$ cat config.mk
export PLATFORM = sky130hd
export DESIGN_NAME = fsph_host
export DESIGN_NICKNAME = d
export VERILOG_FILES = /design/src/common/fsph_pkg.sv /design/src/design/fsph_host.sv /design/src/design/fsph_sync.sv /design/src/design/fsph_fifo.sv
export SDC_FILE = /design/constraint.sdc
export NUM_CORES = 1
export LEC_CHECK = 0
export BUFFER_PORTS_ARGS = -buffer_cell sky130_fd_sc_hd__buf_4
export CORE_MARGIN = 2
export CORE_UTILIZATION = 50
export CTS_BUF_LIST = sky130_fd_sc_hd__clkbuf_4 sky130_fd_sc_hd__clkbuf_8 sky130_fd_sc_hd__clkbuf_16
export DETAILED_ROUTE_END_ITERATION = 6
export MAX_ROUTING_LAYER = met4
export PLACE_DENSITY = 0.67
export SETUP_SLACK_MARGIN = 0.15
export SLEW_MARGIN = 20
export SYNTH_ARGS = -nofsm -noshare
export SYNTH_HDL_FRONTEND = slang
export SYNTH_HIERARCHICAL = 1
export SYNTH_SLANG_ARGS = --single-unit
$ cat constraint.sdc
create_clock -name CORE_CLK_I -period 5.5 [get_ports CORE_CLK_I]
set_input_delay 0.55 -clock CORE_CLK_I [delete_from_list [all_inputs] [get_ports CORE_CLK_I]]
set_output_delay 0.55 -clock CORE_CLK_I [all_outputs]
set_load 0.01 [all_outputs]
$ cat src/common/fsph_pkg.sv
// constants and types of the framed serial port host
package fsph_pkg;
    localparam int CLK_PERIOD_NS = 10;
    localparam int SCLK_HALF_NS  = 80;
    localparam int HALF_CYC      =
        (SCLK_HALF_NS + CLK_PERIOD_NS - 1) / CLK_PERIOD_NS;
    localparam int PH_W          = 4;
    localparam int WORD_W        = 24;
    localparam int BYTE_W        = 8;
    localparam int BITS_W        = 5;
    localparam int FIFO_DEPTH    = 8;
    localparam int SYNC_W        = 2;

    localparam logic [PH_W-1:0]   PH_ZERO    = 4'h0;
    localparam logic [PH_W-1:0]   PH_ONE     = 4'h1;
    localparam logic [PH_W-1:0]   PH_LAST    = PH_W'(HALF_CYC - 1);
    localparam logic [BITS_W-1:0] BITS_ZERO  = 5'h00;
    localparam logic [BITS_W-1:0] BITS_ONE   = 5'h01;
    localparam logic [BITS_W-1:0] WORD_BITS  = 5'h18;
    localparam logic [2:0]        BYTE_LAST  = 3'h7;
    localparam logic [2:0]        BYTE_FIRST = 3'h0;
    localparam logic [WORD_W-1:0] WORD_ZERO  = 24'h000000;

    // select level: low reaches the control register
    localparam logic SEL_CTL   = 1'b0;
    localparam logic SEL_DATA  = 1'b1;
    // sync reset: bit 1 data ready (idle high), bit 0 serial data
    localparam logic [SYNC_W-1:0] SYNC_RST = 2'h2;
    localparam int   SYNC_RDY  = 1;
    localparam int   SYNC_DAT  = 0;

    typedef enum logic [2:0] {
        CMD_RD_OUT = 3'h0,
        CMD_RD_CTL = 3'h1,
        CMD_RD_CAL = 3'h2,
        CMD_WR_CTL = 3'h3,
        CMD_WR_CAL = 3'h4
    } fsph_cmd_type;
endpackage

$ cat src/design/fsph_host.sv
// host controller driving the converter serial port from its own clock
`timescale 1ns/1ps
module fsph_host (
    input  wire logic                  CORE_CLK_I,
    input  wire logic                  RST_N_I,
    input  wire logic                  CE_I,
    input  wire logic                  CMD_VALID_I,
    input  wire fsph_pkg::fsph_cmd_type CMD_KIND_I,
    input  wire logic [23:0]           CMD_WDATA_I,
    output logic                       CMD_READY_O,
    output logic                       CMD_REFUSED_O,
    input  wire logic                  OPT_BYTE_MODE_I,
    input  wire logic                  OPT_LSB_FIRST_I,
    input  wire logic                  OPT_TIE_SELECT_I,
    input  wire logic                  OPT_TX_FROM_RX_I,
    output logic                       RD_VALID_O,
    output logic [23:0]                RD_DATA_O,
    input  wire logic                  RD_READY_I,
    output logic                       SCLK_O,
    output logic                       RECEIVE_FRAME_N_O,
    output logic                       TRANSMIT_FRAME_N_O,
    output logic                       REGISTER_SELECT_O,
    input  wire logic                  SDATA_I,
    output logic                       SDATA_O,
    output logic                       SDATA_OE_O,
    input  wire logic                  DATA_READY_N_I,
    output logic                       BUSY_O
);
    typedef enum logic [2:0] {
        ST_IDLE, ST_WAIT_RDY, ST_LOW, ST_HIGH, ST_GAP, ST_DONE
    } fsph_state_type;

    fsph_state_type          state;
    fsph_state_type          next_state;
    fsph_pkg::fsph_cmd_type  kind;
    logic [fsph_pkg::PH_W-1:0]   ph_cnt;
    logic [fsph_pkg::BITS_W-1:0] bit_cnt;
    logic [fsph_pkg::BITS_W-1:0] next_bits;
    logic [23:0]             shreg;
    logic [23:0]             wdata_rev;
    logic [23:0]             rdata_rev;
    logic [23:0]             word_tx;
    logic [fsph_pkg::SYNC_W-1:0] sync_in;
    logic                    rdy_n_s;
    logic                    sdata_s;
    logic                    byte_q;
    logic                    lsb_q;
    logic                    tie_q;
    logic                    inv_q;
    logic                    accept;
    logic                    refuse;
    logic                    legal;
    logic                    is_read;
    logic                    is_write;
    logic                    ph_end;
    logic                    push;
    logic                    fifo_ready;
    logic                    next_rx_low;
    logic                    next_tx_low;
    logic                    next_tfs;
    logic                    cmd_read;
    logic                    cmd_sel;

    fsph_sync #(
        .WIDTH   (fsph_pkg::SYNC_W),
        .RST_VAL (fsph_pkg::SYNC_RST)
    ) u_sync (
        .clk_i   (CORE_CLK_I),
        .rst_n_i (RST_N_I),
        .ce_i    (CE_I),
        .async_i ({DATA_READY_N_I, SDATA_I}),
        .sync_o  (sync_in)
    );
    assign rdy_n_s = sync_in[fsph_pkg::SYNC_RDY];
    assign sdata_s = sync_in[fsph_pkg::SYNC_DAT];

    for (genvar i = 0; i < fsph_pkg::WORD_W; i++) begin : g_rev
        localparam int J = (i / fsph_pkg::BYTE_W) * fsph_pkg::BYTE_W
                         + fsph_pkg::BYTE_W - 1 - (i % fsph_pkg::BYTE_W);
        assign wdata_rev[i] = CMD_WDATA_I[J];
        assign rdata_rev[i] = shreg[J];
    end
    // msb of the word goes first, unless lsb first is set, which reverses the bits inside each byte
    assign word_tx = OPT_LSB_FIRST_I ? wdata_rev : CMD_WDATA_I;

    assign legal    = (CMD_KIND_I inside {fsph_pkg::CMD_RD_OUT,
                       fsph_pkg::CMD_RD_CTL, fsph_pkg::CMD_RD_CAL,
                       fsph_pkg::CMD_WR_CTL, fsph_pkg::CMD_WR_CAL});
    assign cmd_read = (CMD_KIND_I inside {fsph_pkg::CMD_RD_OUT,
                       fsph_pkg::CMD_RD_CTL, fsph_pkg::CMD_RD_CAL});
    assign cmd_sel  = (CMD_KIND_I inside {fsph_pkg::CMD_RD_CTL,
                       fsph_pkg::CMD_WR_CTL}) ? fsph_pkg::SEL_CTL
                                              : fsph_pkg::SEL_DATA;
    assign accept   = CE_I && CMD_VALID_I && CMD_READY_O;
    // no control reads in tied wiring
    assign refuse   = !legal
                   || (OPT_TIE_SELECT_I && CMD_KIND_I == fsph_pkg::CMD_RD_CTL);
    assign is_read  = (kind inside {fsph_pkg::CMD_RD_OUT,
                       fsph_pkg::CMD_RD_CTL, fsph_pkg::CMD_RD_CAL});
    assign is_write = !is_read;
    assign ph_end   = (ph_cnt == fsph_pkg::PH_LAST);
    assign next_bits = bit_cnt + fsph_pkg::BITS_ONE;
    assign push     = (state == ST_HIGH) && ph_end && is_read
                   && (next_bits == fsph_pkg::WORD_BITS);

    always_comb begin
        next_state = state;
        unique case (state)
            ST_IDLE: begin
                if (accept && !refuse) begin
                    // only output reads wait on data ready
                    next_state = (CMD_KIND_I == fsph_pkg::CMD_RD_OUT)
                               ? ST_WAIT_RDY : ST_LOW;
                end
            end
            ST_WAIT_RDY: begin
                // frame only when data ready is low
                if (!rdy_n_s) begin
                    next_state = ST_LOW;
                end
            end
            ST_LOW: begin
                if (ph_end) begin
                    next_state = ST_HIGH;
                end
            end
            ST_HIGH: begin
                if (ph_end) begin
                    if (next_bits == fsph_pkg::WORD_BITS) begin
                        next_state = ST_DONE;
                    end else if (byte_q
                                 && bit_cnt[2:0] == fsph_pkg::BYTE_LAST) begin
                        next_state = ST_GAP;
                    end else begin
                        next_state = ST_LOW;
                    end
                end
            end
            ST_GAP: begin
                if (ph_end) begin
                    // data ready checked before each byte of an output read
                    next_state = (kind == fsph_pkg::CMD_RD_OUT)
                               ? ST_WAIT_RDY : ST_LOW;
                end
            end
            ST_DONE: begin
                // let data ready settle before next command
                if (ph_end) begin
                    next_state = ST_IDLE;
                end
            end
        endcase
    end

    always_ff @(posedge CORE_CLK_I or negedge RST_N_I) begin
        if (!RST_N_I) begin
            state <= ST_IDLE;
        end else if (CE_I) begin
            state <= next_state;
        end
    end

    always_ff @(posedge CORE_CLK_I or negedge RST_N_I) begin
        if (!RST_N_I) begin
            ph_cnt  <= fsph_pkg::PH_ZERO;
            bit_cnt <= fsph_pkg::BITS_ZERO;
        end else if (CE_I) begin
            ph_cnt <= (next_state != state) ? fsph_pkg::PH_ZERO
                                            : ph_cnt + fsph_pkg::PH_ONE;
            if (state == ST_IDLE) begin
                bit_cnt <= fsph_pkg::BITS_ZERO;
            end else if (state == ST_HIGH && ph_end) begin
                bit_cnt <= next_bits;
            end
        end
    end

    // command and options held for the whole transfer
    always_ff @(posedge CORE_CLK_I or negedge RST_N_I) begin
        if (!RST_N_I) begin
            kind   <= fsph_pkg::CMD_RD_OUT;
            byte_q <= 1'b0;
            lsb_q  <= 1'b0;
            tie_q  <= 1'b0;
            inv_q  <= 1'b0;
        end else if (CE_I && state == ST_IDLE) begin
            byte_q <= OPT_BYTE_MODE_I;
            lsb_q  <= OPT_LSB_FIRST_I;
            tie_q  <= OPT_TIE_SELECT_I;
            inv_q  <= OPT_TX_FROM_RX_I;
            if (accept && !refuse) begin
                kind <= CMD_KIND_I;
            end
        end
    end

    always_ff @(posedge CORE_CLK_I or negedge RST_N_I) begin
        if (!RST_N_I) begin
            CMD_READY_O   <= 1'b0;
            CMD_REFUSED_O <= 1'b0;
            BUSY_O        <= 1'b0;
        end else if (CE_I) begin
            CMD_READY_O   <= !accept && next_state == ST_IDLE && fifo_ready;
            CMD_REFUSED_O <= accept && refuse;
            BUSY_O        <= (next_state != ST_IDLE);
        end
    end

    // shift register: serial in and out
    always_ff @(posedge CORE_CLK_I or negedge RST_N_I) begin
        if (!RST_N_I) begin
            shreg   <= fsph_pkg::WORD_ZERO;
            SDATA_O <= 1'b0;
        end else if (CE_I) begin
            if (accept && !refuse) begin
                shreg   <= cmd_read ? fsph_pkg::WORD_ZERO : word_tx;
                SDATA_O <= cmd_read ? 1'b0 : word_tx[23];
            end else if (state == ST_LOW && ph_end && is_read) begin
                // first bit in is the msb
                shreg <= {shreg[22:0], sdata_s};
            end else if (state == ST_HIGH && ph_end && is_write) begin
                // data changes only on the falling edge
                shreg   <= {shreg[22:0], 1'b0};
                SDATA_O <= shreg[22];
            end
        end
    end

    always_comb begin
        next_rx_low = is_read && (next_state inside {ST_LOW, ST_HIGH});
        next_tx_low = is_write && (next_state inside {ST_LOW, ST_HIGH});
        if (next_state == ST_IDLE || state == ST_IDLE) begin
            next_rx_low = (state == ST_IDLE) && cmd_read && accept
                       && !refuse && CMD_KIND_I != fsph_pkg::CMD_RD_OUT;
            next_tx_low = (state == ST_IDLE) && !cmd_read && accept
                       && !refuse;
        end
        // transmit frame as inverted receive frame
        next_tfs = (state == ST_IDLE ? OPT_TX_FROM_RX_I : inv_q)
                 ? next_rx_low : !next_tx_low;
    end

    // receive frame comes straight from the sequencer
    always_ff @(posedge CORE_CLK_I or negedge RST_N_I) begin
        if (!RST_N_I) begin
            RECEIVE_FRAME_N_O  <= 1'b1;
            TRANSMIT_FRAME_N_O <= 1'b1;
            REGISTER_SELECT_O  <= fsph_pkg::SEL_DATA;
            SCLK_O             <= 1'b0;
            SDATA_OE_O         <= 1'b0;
        end else if (CE_I) begin
            RECEIVE_FRAME_N_O  <= !next_rx_low;
            TRANSMIT_FRAME_N_O <= next_tfs;
            SCLK_O             <= (next_state == ST_HIGH);
            SDATA_OE_O         <= next_tx_low
                               || (is_write && next_state == ST_GAP);
            // tied wiring follows the transmit frame
            if ((state == ST_IDLE) ? OPT_TIE_SELECT_I : tie_q) begin
                REGISTER_SELECT_O <= next_tfs;
            end else if (accept && !refuse) begin
                // select set on accept, with the frame edge, or before it for output reads
                // select held for the whole transfer
                REGISTER_SELECT_O <= cmd_sel;
            end
        end
    end

    fsph_fifo #(
        .WIDTH (fsph_pkg::WORD_W),
        .DEPTH (fsph_pkg::FIFO_DEPTH)
    ) u_fifo (
        .clk_i       (CORE_CLK_I),
        .rst_n_i     (RST_N_I),
        .ce_i        (CE_I),
        .in_valid_i  (push),
        .in_data_i   (lsb_q ? rdata_rev : shreg),
        .in_ready_o  (fifo_ready),
        .out_valid_o (RD_VALID_O),
        .out_data_o  (RD_DATA_O),
        .out_ready_i (RD_READY_I)
    );

    a_tie_write_ctl: assert property (
        @(posedge CORE_CLK_I) disable iff (!RST_N_I)
        $past(tie_q) && state != ST_IDLE && !TRANSMIT_FRAME_N_O
        |-> REGISTER_SELECT_O == fsph_pkg::SEL_CTL)
        else $error("tied select not low during write frame");

    a_tie_ctl_refused: assert property (
        @(posedge CORE_CLK_I) disable iff (!RST_N_I)
        accept && OPT_TIE_SELECT_I && CMD_KIND_I == fsph_pkg::CMD_RD_CTL
        |=> CMD_REFUSED_O && state == ST_IDLE && RECEIVE_FRAME_N_O)
        else $error("control read not refused in tied wiring");

    a_tx_inverse_rx: assert property (
        @(posedge CORE_CLK_I) disable iff (!RST_N_I)
        $past(inv_q) && state != ST_IDLE && $past(state) != ST_IDLE
        |-> TRANSMIT_FRAME_N_O != RECEIVE_FRAME_N_O)
        else $error("transmit frame not inverse of receive frame");

    a_rx_only_reads: assert property (
        @(posedge CORE_CLK_I) disable iff (!RST_N_I)
        $fell(RECEIVE_FRAME_N_O) |-> is_read && !SDATA_OE_O)
        else $error("receive frame low outside a read");

    a_ready_before_read: assert property (
        @(posedge CORE_CLK_I) disable iff (!RST_N_I)
        $fell(RECEIVE_FRAME_N_O) && kind == fsph_pkg::CMD_RD_OUT
        |-> !$past(rdy_n_s))
        else $error("output read framed while data ready high");

    a_ctl_no_wait: assert property (
        @(posedge CORE_CLK_I) disable iff (!RST_N_I)
        accept && !refuse && CMD_KIND_I inside {fsph_pkg::CMD_RD_CTL,
                                                fsph_pkg::CMD_RD_CAL}
        |-> ##[1:2] !RECEIVE_FRAME_N_O)
        else $error("register read waited for data ready");

    a_ctl_read_select: assert property (
        @(posedge CORE_CLK_I) disable iff (!RST_N_I)
        !RECEIVE_FRAME_N_O && kind == fsph_pkg::CMD_RD_CTL
        |-> REGISTER_SELECT_O == fsph_pkg::SEL_CTL)
        else $error("control read without select low");

    a_wdata_stable: assert property (
        @(posedge CORE_CLK_I) disable iff (!RST_N_I)
        SCLK_O && $past(SCLK_O) |-> $stable(SDATA_O))
        else $error("write data moved during clock high");

    a_select_stable: assert property (
        @(posedge CORE_CLK_I) disable iff (!RST_N_I)
        BUSY_O && $past(BUSY_O)
        |-> (tie_q ? REGISTER_SELECT_O == TRANSMIT_FRAME_N_O
                   : $stable(REGISTER_SELECT_O)))
        else $error("select changed inside a transfer");

    a_byte_gap: assert property (
        @(posedge CORE_CLK_I) disable iff (!RST_N_I)
        state == ST_GAP |-> byte_q && bit_cnt[2:0] == fsph_pkg::BYTE_FIRST
                         && SCLK_O == 1'b0)
        else $error("byte gap off a byte boundary");

    a_word_length: assert property (
        @(posedge CORE_CLK_I) disable iff (!RST_N_I)
        $rose(state == ST_DONE) |-> bit_cnt == fsph_pkg::WORD_BITS)
        else $error("transfer did not run 24 clocks");

    c_output_read: cover property (
        @(posedge CORE_CLK_I) disable iff (!RST_N_I)
        push && kind == fsph_pkg::CMD_RD_OUT);
    c_byte_write: cover property (
        @(posedge CORE_CLK_I) disable iff (!RST_N_I)
        state == ST_GAP && is_write);
    c_fifo_full: cover property (
        @(posedge CORE_CLK_I) disable iff (!RST_N_I)
        !fifo_ready && RD_VALID_O);
endmodule

$ cat src/design/fsph_sync.sv
// three-stage input synchroniser, change taken when stages two and three agree
`timescale 1ns/1ps
module fsph_sync #(
    parameter int              WIDTH   = 1,
    parameter logic [WIDTH-1:0] RST_VAL = '0
) (
    input  wire logic             clk_i,
    input  wire logic             rst_n_i,
    input  wire logic             ce_i,
    input  wire logic [WIDTH-1:0] async_i,
    output logic      [WIDTH-1:0] sync_o
);
    logic [WIDTH-1:0] stage1;
    logic [WIDTH-1:0] stage2;
    logic [WIDTH-1:0] stage3;

    always_ff @(posedge clk_i or negedge rst_n_i) begin
        if (!rst_n_i) begin
            stage1 <= RST_VAL;
            stage2 <= RST_VAL;
            stage3 <= RST_VAL;
            sync_o <= RST_VAL;
        end else if (ce_i) begin
            stage1 <= async_i;
            stage2 <= stage1;
            stage3 <= stage2;
            sync_o <= (stage2 & ~(stage2 ^ stage3))
                    | (sync_o & (stage2 ^ stage3));
        end
    end
endmodule

$ cat src/design/fsph_fifo.sv
// flip-flop fifo with registered output stage
`timescale 1ns/1ps
module fsph_fifo #(
    parameter int WIDTH = 24,
    parameter int DEPTH = 8
) (
    input  wire logic             clk_i,
    input  wire logic             rst_n_i,
    input  wire logic             ce_i,
    input  wire logic             in_valid_i,
    input  wire logic [WIDTH-1:0] in_data_i,
    output logic                  in_ready_o,
    output logic                  out_valid_o,
    output logic      [WIDTH-1:0] out_data_o,
    input  wire logic             out_ready_i
);
    localparam int AW    = $clog2(DEPTH);
    localparam int CNT_W = AW + 1;
    localparam logic [AW-1:0]    PTR_ONE = AW'(1);
    localparam logic [AW-1:0]    PTR_MAX = AW'(DEPTH - 1);
    localparam logic [CNT_W-1:0] CNT_ONE = CNT_W'(1);
    localparam logic [CNT_W-1:0] CNT_MAX = CNT_W'(DEPTH);

    logic [WIDTH-1:0] mem [DEPTH];
    logic [AW-1:0]    wptr;
    logic [AW-1:0]    rptr;
    logic [CNT_W-1:0] count;
    logic             push;
    logic             pop;

    assign in_ready_o = (count < CNT_MAX);
    assign push = in_valid_i && in_ready_o;
    assign pop  = (count != '0) && (!out_valid_o || out_ready_i);

    always_ff @(posedge clk_i) begin
        if (ce_i && push) begin
            mem[wptr] <= in_data_i;
        end
    end

    always_ff @(posedge clk_i or negedge rst_n_i) begin
        if (!rst_n_i) begin
            wptr  <= '0;
            rptr  <= '0;
            count <= '0;
        end else if (ce_i) begin
            if (push) begin
                wptr <= (wptr == PTR_MAX) ? '0 : wptr + PTR_ONE;
            end
            if (pop) begin
                rptr <= (rptr == PTR_MAX) ? '0 : rptr + PTR_ONE;
            end
            if (push && !pop) begin
                count <= count + CNT_ONE;
            end else if (pop && !push) begin
                count <= count - CNT_ONE;
            end
        end
    end

    always_ff @(posedge clk_i or negedge rst_n_i) begin
        if (!rst_n_i) begin
            out_valid_o <= 1'b0;
            out_data_o  <= '0;
        end else if (ce_i) begin
            if (pop) begin
                out_valid_o <= 1'b1;
                out_data_o  <= mem[rptr];
            end else if (out_ready_i) begin
                out_valid_o <= 1'b0;
            end
        end
    end
endmodule

==> results.md, run 1 <==
* Outcome: finished, final reports clean
* Pre-CTS setup slack at 2090 ps
* I/O Buffers at 71
* Initial Utilization at 50.5%
* 1st-iter DRT viols at 381
* Clock latency on the worst-skew pair at 540 ps
* Share of post-route cells with drive strength above 1 at 29.2%
* Combinational share of power at 13.2%
* Sw power at 1.37 mW
* GRT Util Overall at 19.7%
* Ys Warns at 6
* Vias in the first global route at 7213
* Drt wl/cell at 19.8 um
* Setup Crit Path Kind: reg2reg
* DR WL met2 at 11.6 mm
* Least-Margin Pin Slew at 959 ps
* NumNets Final at 928
* FMAX at 0.288 GHz
* Seq pwr share at 51.2%
* FFs w/ async S/R, synth at 33.1%
* Final hold vios at 0
* DIE WIDTH at 163 um
* DR top layer: met4
* Maximum clock path buffer count at 3
* Maximum VDD drop at 0.284 mV
* Pwr Density at 376 nW/um2
* Met1 wire length at 11.3 mm
* Number of synthesized flops with an enable pin at 192
* Area added between synthesis and finish at 14.1%
* Gr ovfl total at 0
* Register area share after synthesis at 64.6%
* DRC viols at 0
* # H-tree levels at 1
* Design Power at 5.41 mW
* Gpl congestion at 0.923
* Final worst setup slack at 2030 ps
* Avg Cell Area, Syn at 15.6 um2
* Pin count of the biggest net entering global routing at 54
* Headroom to the max-slew limit at 35.7%
* Reg clk slew, reported paths at 60 ps
* Internal Power at 4.04 mW
* Cell area after synthesis at 12600 um2
* Maxcap violations at 0
* Setup TNS at 0 ps
* Post-Syn Nets at 855
* Setup violators final at 0
* Via count at 7011
* Die area at 26500 um2
* CTS Sinks at 287
* P_leak at 5.31 nW
* Crit share post-route at 63.1%
* WHS at 12.8 ps
* Vias per cell at 5.69
* Row count at 58
* DR pass1 iterations at 4
* Clock share of power at 35.5%
* Met3 Wirelength at 1.18 mm
* Nature of the critical path startpoint: flip-flop
* Crit end category: flip-flop
* Post-cts hold buffer count at 0
* Post-Syn Instances at 806
* I/O pins at 72
* Antenna violations before repair at 0
* Max Transition Viols Final at 0
* CP required at 5730 ps
* CTS root buffer: clkbuf_16
* Die height at 163 um
* Tmin final at 3470 ps
* Diodes inserted at 0
* CTS buffer count at 29
* Detailed Route WL at 24.4 mm
* Cell variety after synth at 70
* Most used DFF post-synth: edfxtp_1
* First-pass GRT wire length at 39.7 mm
* Dpl hpwl at 15.8 mm
* Final Skew at 8.26 ps
* Register bit total from synthesis at 287
* RSZ-0062 raised after global routing: no
* CP Max Fanout at 17
* Post-CTS Setup Bufs at 0
* Hold Crit Class: in2async
* Final ANT Viol Nets at 0
* Switching Share at 25.3%
* CTS tree: built
* CORE AREA at 25000 um2
* WP data arrival at 3690 ps
* Fillers at 1966
* PostCTS Resize Cnt at 0
==> worst paths after layout <==
| path | slack (ps) | start | cells past startpoint | end |
|---|---|---|---|---|
| hold reg to reg | 490 | u_sync/stage3[1] | 2 | u_sync/stage3[1] |
| min in group CORE_CLK_I | 240 | SDATA_I | 2 | u_sync/stage1[0] |
| hold / removal | 10 | RST_N_I | 1 | u_fifo/out_data_o[16] |
| setup reg to reg | 2030 | state[1] | 8 | u_fifo/mem[2][1] |
| max in group asynchronous | 4370 | RST_N_I | 2 | shreg[21] |
| setup / recovery | 2030 | state[1] | 8 | u_fifo/mem[2][1] |
==> synth_stat cells, types with 3 or more instances <==
cell,count,area (um2)
and3_1,5,31.3
o21ai_0,44,220
buf_6,8,90.1
nand3b_1,3,22.5
dfrtp_1,88,2200
buf_1,4,15.0
nand2_1,26,97.6
nor3_1,12,60.1
nor2b_1,3,18.8
nand2b_1,8,50.1
a21o_1,4,30.0
ha_1,10,125
mux2i_1,75,751
buf_2,11,55.1
dfstp_2,7,184
nand3_1,14,70.1
nor2_1,39,146
or3_1,26,163
clkbuf_1,15,56.3
inv_1,13,48.8
a31oi_1,3,18.8
mux2_2,45,507
xnor2_1,4,35.0
mux4_2,48,1080
a21oi_1,34,170
edfxtp_1,192,5770
buf_4,6,45.0
o22ai_1,4,25.0
o211ai_1,5,37.5
==> layer usage <==
layer  vias to the layer above  GRT usage [%]
met2                       184           30.6
met1                      3509           28.3
met4                         0           4.47
met5                         -              -
li1                       3278              -
met3                        40           2.50
==> worst max-delay path, stage by stage, from the launching register on <==
cell,delay (ps)
dfrtp_1,630
and2b_4,260
nand2_2,90
nor2_2,290
and3_1,220
and2b_1,170
nand2_1,230
nor3_2,850
buf_4,400
==> per-stage QoR <==
step | utilization (%) | cells | instance area, um2
after global placement | 53.9 | 1178 | 13400
after floorplan | - | 806 | 12600
after global routing | 57.6 | 1232 | 14400
after detailed placement | 53.9 | 1178 | 13400
final | 57.6 | 1232 | 14400
after CTS | 57.6 | 1232 | 14400
==> layout by cell type (no fill, tap or decap), types with 14 or more instances in the layout <==
cell type	n
nand2_1	26
or3_1	26
nor2_1	36
edfxtp_1	192
mux4_2	48
mux2_2	45
dfrtp_1	86
mux2i_1	75
a21oi_1	34
clkbuf_16	29
o21ai_0	44
buf_4	86
nand3_1	14
==> kinds of logic after synthesis <==
| logic type | synth area share, % |
|---|---|
| xor gates and xnor gates | 0.347 |
| DFF | 64.6 |
| buffers and inverters | 2.51 |
| AOI/OAI and AO/OA | 6.16 |
| muxes | 18.8 |
| and+or+nand+nor | 6.40 |
| adders and majority gates | 1.15 |
==> sequential cells by signal, summed over array words and instances (netlist names), 4 cells and up, named ones only <==
register	cells
bit_cnt	5
shreg	24
ph_cnt	4
u_fifo/count	4
u_fifo/out_data_o	24
u_fifo/mem	192
==> power by group through the flow <==
stage	Clock (mW)	Sequential, mW	Combinational [mW]
floorplan	0	2.74	0.515
global placement	0	2.81	0.708
detailed placement	0	2.81	0.719
CTS	1.96	2.77	0.726
global route	2.05	2.80	0.803
finish	1.92	2.77	0.715
==> layout make-up <==
cell class | count | area [um2] | share of cell area, %
Sequential cell | 287 | 8160 | 56.7
Multi-Input combinational cell | 461 | 4180 | 29.1
Clock buffer | 39 | 807 | 5.61
Timing Repair Buffer | 86 | 646 | 4.49
Tap cell | 330 | 413 | 2.87
Clock inverter | 15 | 129 | 0.896
Inverter | 14 | 55.1 | 0.383
Power figures use the tool's default switching activity.
==> run 2, diff against run 1 <==
- PLACE_DENSITY: 0.67 -> 0.7
- clock period: 5.5 -> 2.8 ns (I/O delays scaled with it)
==> run 2 against run 1 <==
  * Critical path depth increased by 6
  * Setup slack got worse by 1900 ps
  * Final cell count increased by 1.8%
  * Worst hold slack improved by 7.9 ps
  * Sequential share of layout area decreased by 1.9 points
  * Design area increased by 3.5%
  * Fmax increased by 28%
  * First-iteration DRC count increased by 34%
  * Non-clock buffer count increased by 24
  * Via count increased by 2.2%
==> results.md, run 2 (same netlist as run 1, synthesis figures left out) <==
* Maximum VDD drop at 0.515 mV
* GRT Util Overall at 20.9%
* WP data arrival at 3130 ps
* Regs by FF count: u_fifo/mem (192), shreg (24), u_fifo/out_data_o (24)
* Reg clk slew, reported paths at 60 ps
* Gr ovfl total at 0
* Gpl congestion at 0.857
* CTS tree: built
* Pin count of the biggest net entering global routing at 49
* Antenna violations before repair at 0
* Final Skew at 24.8 ps
* Crit share post-route at 96.4%
* P_leak at 5.47 nW
* Via count at 7163
* Inst Count DP at 1190
* DRC viols at 0
* I/O Buffers at 71
* Finished layout cell area at 14900 um2
* Outcome: finished, final reports clean
* DIE WIDTH at 163 um
* Area added between synthesis and finish at 18.1%
* DR pass1 iterations at 4
* DR WL met2 at 12.8 mm
* CORE AREA at 25000 um2
* CTS Sinks at 287
* Crit end category: flip-flop
* FMAX at 0.370 GHz
* Max FFs per register at 192
* Maximum clock path buffer count at 3
* CTS buffer count at 29
* Share of post-route cells with drive strength above 1 at 31.5%
* Buf+Inv Stages, Crit Path at 3
* Drt wl/cell at 20.7 um
* First-pass GRT wire length at 41.4 mm
* Maxcap violations at 0
* Met3 Wirelength at 1.42 mm
* CP dominant cell by count: ha_4
* CP required at 3230 ps
* Initial Utilization at 50.5%
* Vias per cell at 5.71
* Max Transition Viols Final at 0
* Hold Crit Class: in2reg
* Detailed Route WL at 26.0 mm
* Top cell family by delay on the critical path: adder cells
* Die height at 163 um
* Pwr Density at 737 nW/um2
* RSZ-0062 raised after global routing: yes
* Slowest stage delay, CP at 450 ps
* Nature of the critical path startpoint: flip-flop
* NumNets Final at 952
* Die area at 26500 um2
* CTS root buffer: clkbuf_16
* # H-tree levels at 1
* Setup TNS at 0 ps
* Headroom to the max-slew limit at 38.0%
* I/O pins at 72
* Area of the multi-input gates at 4280 um2
* Final worst setup slack at 101 ps
* Least-Margin Pin Slew at 930 ps
* Fillers at 1917
* Final hold vios at 0
* Setup Crit Path Kind: reg2reg
* Clock latency on the worst-skew pair at 560 ps
* Met1 wire length at 11.1 mm
* Final non-filler cell total at 1254
* Critical path, cell by cell: ha_4 -> ha_4 -> inv_2 -> o211ai_4 -> inv_1 -> and3_1 -> and2b_2 -> ha_4 -> inv_4 -> ha_4 -> a21o_1 -> a2111o_1 -> o311ai_1 -> nand2_1
* Final ANT Viol Nets at 0
* Reg with most FFs: u_fifo/mem
* CP max-delay cell: dfrtp_2
* CP Max Fanout at 5
* 1st-iter DRT viols at 512
* Dpl hpwl at 16.3 mm
* Design Power at 11.0 mW
* Sequential cell area at 8160 um2
* Setup violators final at 0
* Vias in the first global route at 7405
* Most frequent cells in the layout: edfxtp_1 (192), buf_4 (93), dfrtp_1 (84)
* Pre-CTS setup slack at -34.1 ps
* Most common cell after layout, fill and taps aside: edfxtp_1
* Area of placed instances at 13800 um2
* Row count at 58
* Tmin final at 2700 ps
* DR top layer: met4
* Diodes inserted at 0
==> run 2: worst min-delay path, stage by stage <==
cell     delay, ps
buf_4          110
nand2_1         50
a21o_1         100
==> run 2: metrics by stage <==
| step | hold slack, ps | utilization, % |
|---|---|---|
| 5_1_grt | 28.1 | 59.7 |
| 3_3_place_gp | 359 | 55.2 |
| 4_1_cts | 2.92 | 59.6 |
| 2_1_floorplan | -15.6 | - |
| 6_report | 20.7 | 59.7 |
| 3_5_place_dp | 365 | 55.2 |
==> run 2: timing repair <==
item	CTS	global route
hold endpoints to repair	52	0
endpoints found under the setup margin	1	97
resized for setup	4	0
hold buffers	6	0
pin swaps	7	2
setup buffers	5	1
==> run 2: path summary, 6_finish.rpt <==
path                             startpoint  slack (ps)  cells past startpoint               endpoint
min                              RD_READY_I          20                      3     u_fifo/out_valid_o
min reg2reg                u_sync/stage3[1]         490                      2              flip-flop
max in group asynchronous           RST_N_I        1710                      3       u_sync/stage1[1]
max reg2reg                      bit_cnt[1]         100                     14        u_fifo/count[3]
max                              bit_cnt[1]         100                     14        u_fifo/count[3]
min in group asynchronous           RST_N_I         300                      2  u_fifo/out_data_o[16]
==> run 2: layout make-up <==
cell class	count	share of cell area, %
Clock buffer	34	5.17
Clock inverter	18	1.58
Inverter	14	0.386
Multi-Input combinational cell	461	28.8
Sequential cell	287	54.8
Tap cell	330	2.77
Timing Repair Buffer	110	6.57
==> run 2: where the power goes <==
part / internal (mW) / switching (mW) / total [mW]
Sequential: 5.12 / 0.291 / 5.41
Clock: 2.43 / 1.62 / 4.05
Combinational: 0.633 / 0.871 / 1.50
==> run 2: routing by layer <==
| layer | GRT usage (%) | up-vias |
|---|---|---|
| met5 | - | - |
| met2 | 34.5 | 213 |
| met3 | 3.34 | 50 |
| met4 | 5.87 | 0 |
| li1 | - | 3315 |
| met1 | 27.2 | 3585 |
==> run 3, diff against run 2 <==
- CELL_PAD_IN_SITES_DETAIL_PLACEMENT: not set -> 0
- CELL_PAD_IN_SITES_GLOBAL_PLACEMENT: not set -> 1
- CORE_UTILIZATION: 50 -> 47
- PLACE_DENSITY: 0.7 -> not set
- PLACE_DENSITY_LB_ADDON: not set -> 0.1
==> run 3 against run 2 <==
  * Global-route usage is 0.94 points lower
  * Clock skew is 4.7 ps lower
  * Die area is 6.2% higher
  * Non-clock buffer count is 18 higher
  * Power is 0.53% lower
  * Clock-buffer cell count stayed put
  * Routed wire length is 4.3% higher
==> results.md, run 3 (same netlist as run 1, synthesis figures left out) <==
* Area added between synthesis and finish at 20.1%
* GRT Util Overall at 20.0%
* Tmin final at 2690 ps
* Pin count of the biggest net entering global routing at 54
* Setup TNS at 0 ps
* Antenna violations before repair at 0
* CTS tree: built
* Reg clk slew, reported paths at 70 ps
* CORE AREA at 26200 um2
* Most common cell after layout, fill and taps aside: edfxtp_1
* Finished layout cell area at 15100 um2
* Row count at 59
* DRC viols at 0
* Reg with most FFs: u_fifo/mem
* DIE WIDTH at 168 um
* Maximum clock path buffer count at 3
* Area of placed instances at 13800 um2
* Regs by FF count: u_fifo/mem (192), shreg (24), u_fifo/out_data_o (24)
* Hold Crit Class: in2reg
* Max Transition Viols Final at 0
* Pre-CTS setup slack at -46.7 ps
* FMAX at 0.372 GHz
* WP data arrival at 3130 ps
* Headroom to the max-slew limit at 31.5%
* Max FFs per register at 192
* Crit share post-route at 96.0%
* Detailed Route WL at 27.1 mm
* Least-Margin Pin Slew at 1030 ps
* Drt wl/cell at 21.2 um
* CTS root buffer: clkbuf_16
* CP Max Fanout at 4
* Setup Crit Path Kind: reg2reg
* Final Skew at 20.1 ps
* NumNets Final at 971
* Diodes inserted at 0
* First-pass GRT wire length at 42.2 mm
* Most frequent cells in the layout: edfxtp_1 (192), buf_4 (105), dfrtp_1 (83)
* Die height at 168 um
* I/O Buffers at 71
* Crit end category: flip-flop
* Final Core Density at 57.8%
* Nature of the critical path startpoint: flip-flop
* CP required at 3240 ps
* Dpl hpwl at 17.0 mm
* Vias per cell at 5.68
* CTS buffer count at 30
* Die area at 28200 um2
* I/O pins at 72
* Final worst setup slack at 113 ps
* CTS Sinks at 287
* # H-tree levels at 1
* Setup violators final at 0
* Maximum VDD drop at 0.409 mV
* WHS at 30.1 ps
* Maxcap violations at 0
* Hold Path Stages at 3
* Clock latency on the worst-skew pair at 550 ps
* Final hold vios at 0
* Initial Utilization at 48.1%
* Outcome: finished, final reports clean
* P_leak at 5.59 nW
* Gpl congestion at 0.811
* 1st-iter DRT viols at 414
* Via count at 7270
* Pwr Density at 721 nW/um2
* Share of post-route cells with drive strength above 1 at 33.1%
* Vias in the first global route at 7544
* Final ANT Viol Nets at 0
* Fillers at 2028
* Worst Reg-to-Reg Cells at 14
* DR pass1 iterations at 6
* Gr ovfl total at 0
* RSZ-0062 raised after global routing: yes
-- run 3: cell count changes in the layout (fill, tap and decap cells not counted), sizes merged --
| cell | previous run | this run |
|---|---|---|
| clkbuf | 34 | 37 |
| buf | 104 | 119 |
| bufinv | 5 | 3 |
| clkinv | 9 | 15 |
| clkinvlp | 3 | 2 |
-- run 3: repair_timing --
action | 4_1_cts | 5_1_grt
hold endpoints to repair | 43 | 0
hold buffers | 6 | 0
gates resized for setup | 10 | 6
buffers inserted | 11 | 6
pin swaps | 8 | 5
endpoints found under the setup margin | 13 | 147
gates cloned | 0 | 4
-- run 3: final timing paths --
check	startpoint	endpoint	slack, ps
max in group asynchronous	RST_N_I	TRANSMIT_FRAME_N_O	1710
min reg2reg	u_sync/stage1[0]	u_sync/stage2[0]	510
max reg2reg	bit_cnt[0]	u_fifo/count[3]	110
min	RD_READY_I	u_fifo/out_valid_o	30
max	bit_cnt[0]	u_fifo/count[3]	110
min in group asynchronous	RST_N_I	u_fifo/out_data_o[5]	280
-- run 3: per-stage QoR --
stage	instances	power (mW)
after floorplan	806	6.40
after global placement	1198	6.95
after detailed placement	1198	7.03
after CTS	1270	11.0
after global routing	1280	11.4
final	1280	10.9
-- run 3: critical path, cell delays in order (launching register included) --
cell and delay [ps]:
dfrtp_2 450, ha_4 190, ha_4 270, inv_4 40, o211ai_4 60, inv_1 50, and3_1 150, and2b_2 220
ha_4 170, inv_4 70, ha_4 190, a21o_1 190, a2111o_1 380, o311ai_2 70, nand2_1 90
-- run 3: area by class of cell --
type                       instances  area [um2]  share of cell area (%)
multi-input combinational        461        4330                    28.6
inverter                          14        60.1                   0.397
sequential                       287        8160                    53.9
tap                              335         419                    2.77
timing repair buffer             128        1180                    7.77
clock inverter                    21         186                    1.23
clock buffer                      34         811                    5.35
-- run 3: power breakdown --
group          switching (mW)  total [mW]  internal (mW)
combinational           0.891        1.54          0.653
clock                    1.61        3.96           2.34
sequential              0.287        5.41           5.12
total                    2.79        10.9           8.12
-- run 3: per-layer routing --
metal  wire [um]  vias up  global-route usage [%]
met5           0        -                       -
met4         411        0                    4.35
met3        1190       33                    2.75
met2       13600      170                    33.5
met1       11900     3700                    26.4
li1            -     3367                       -
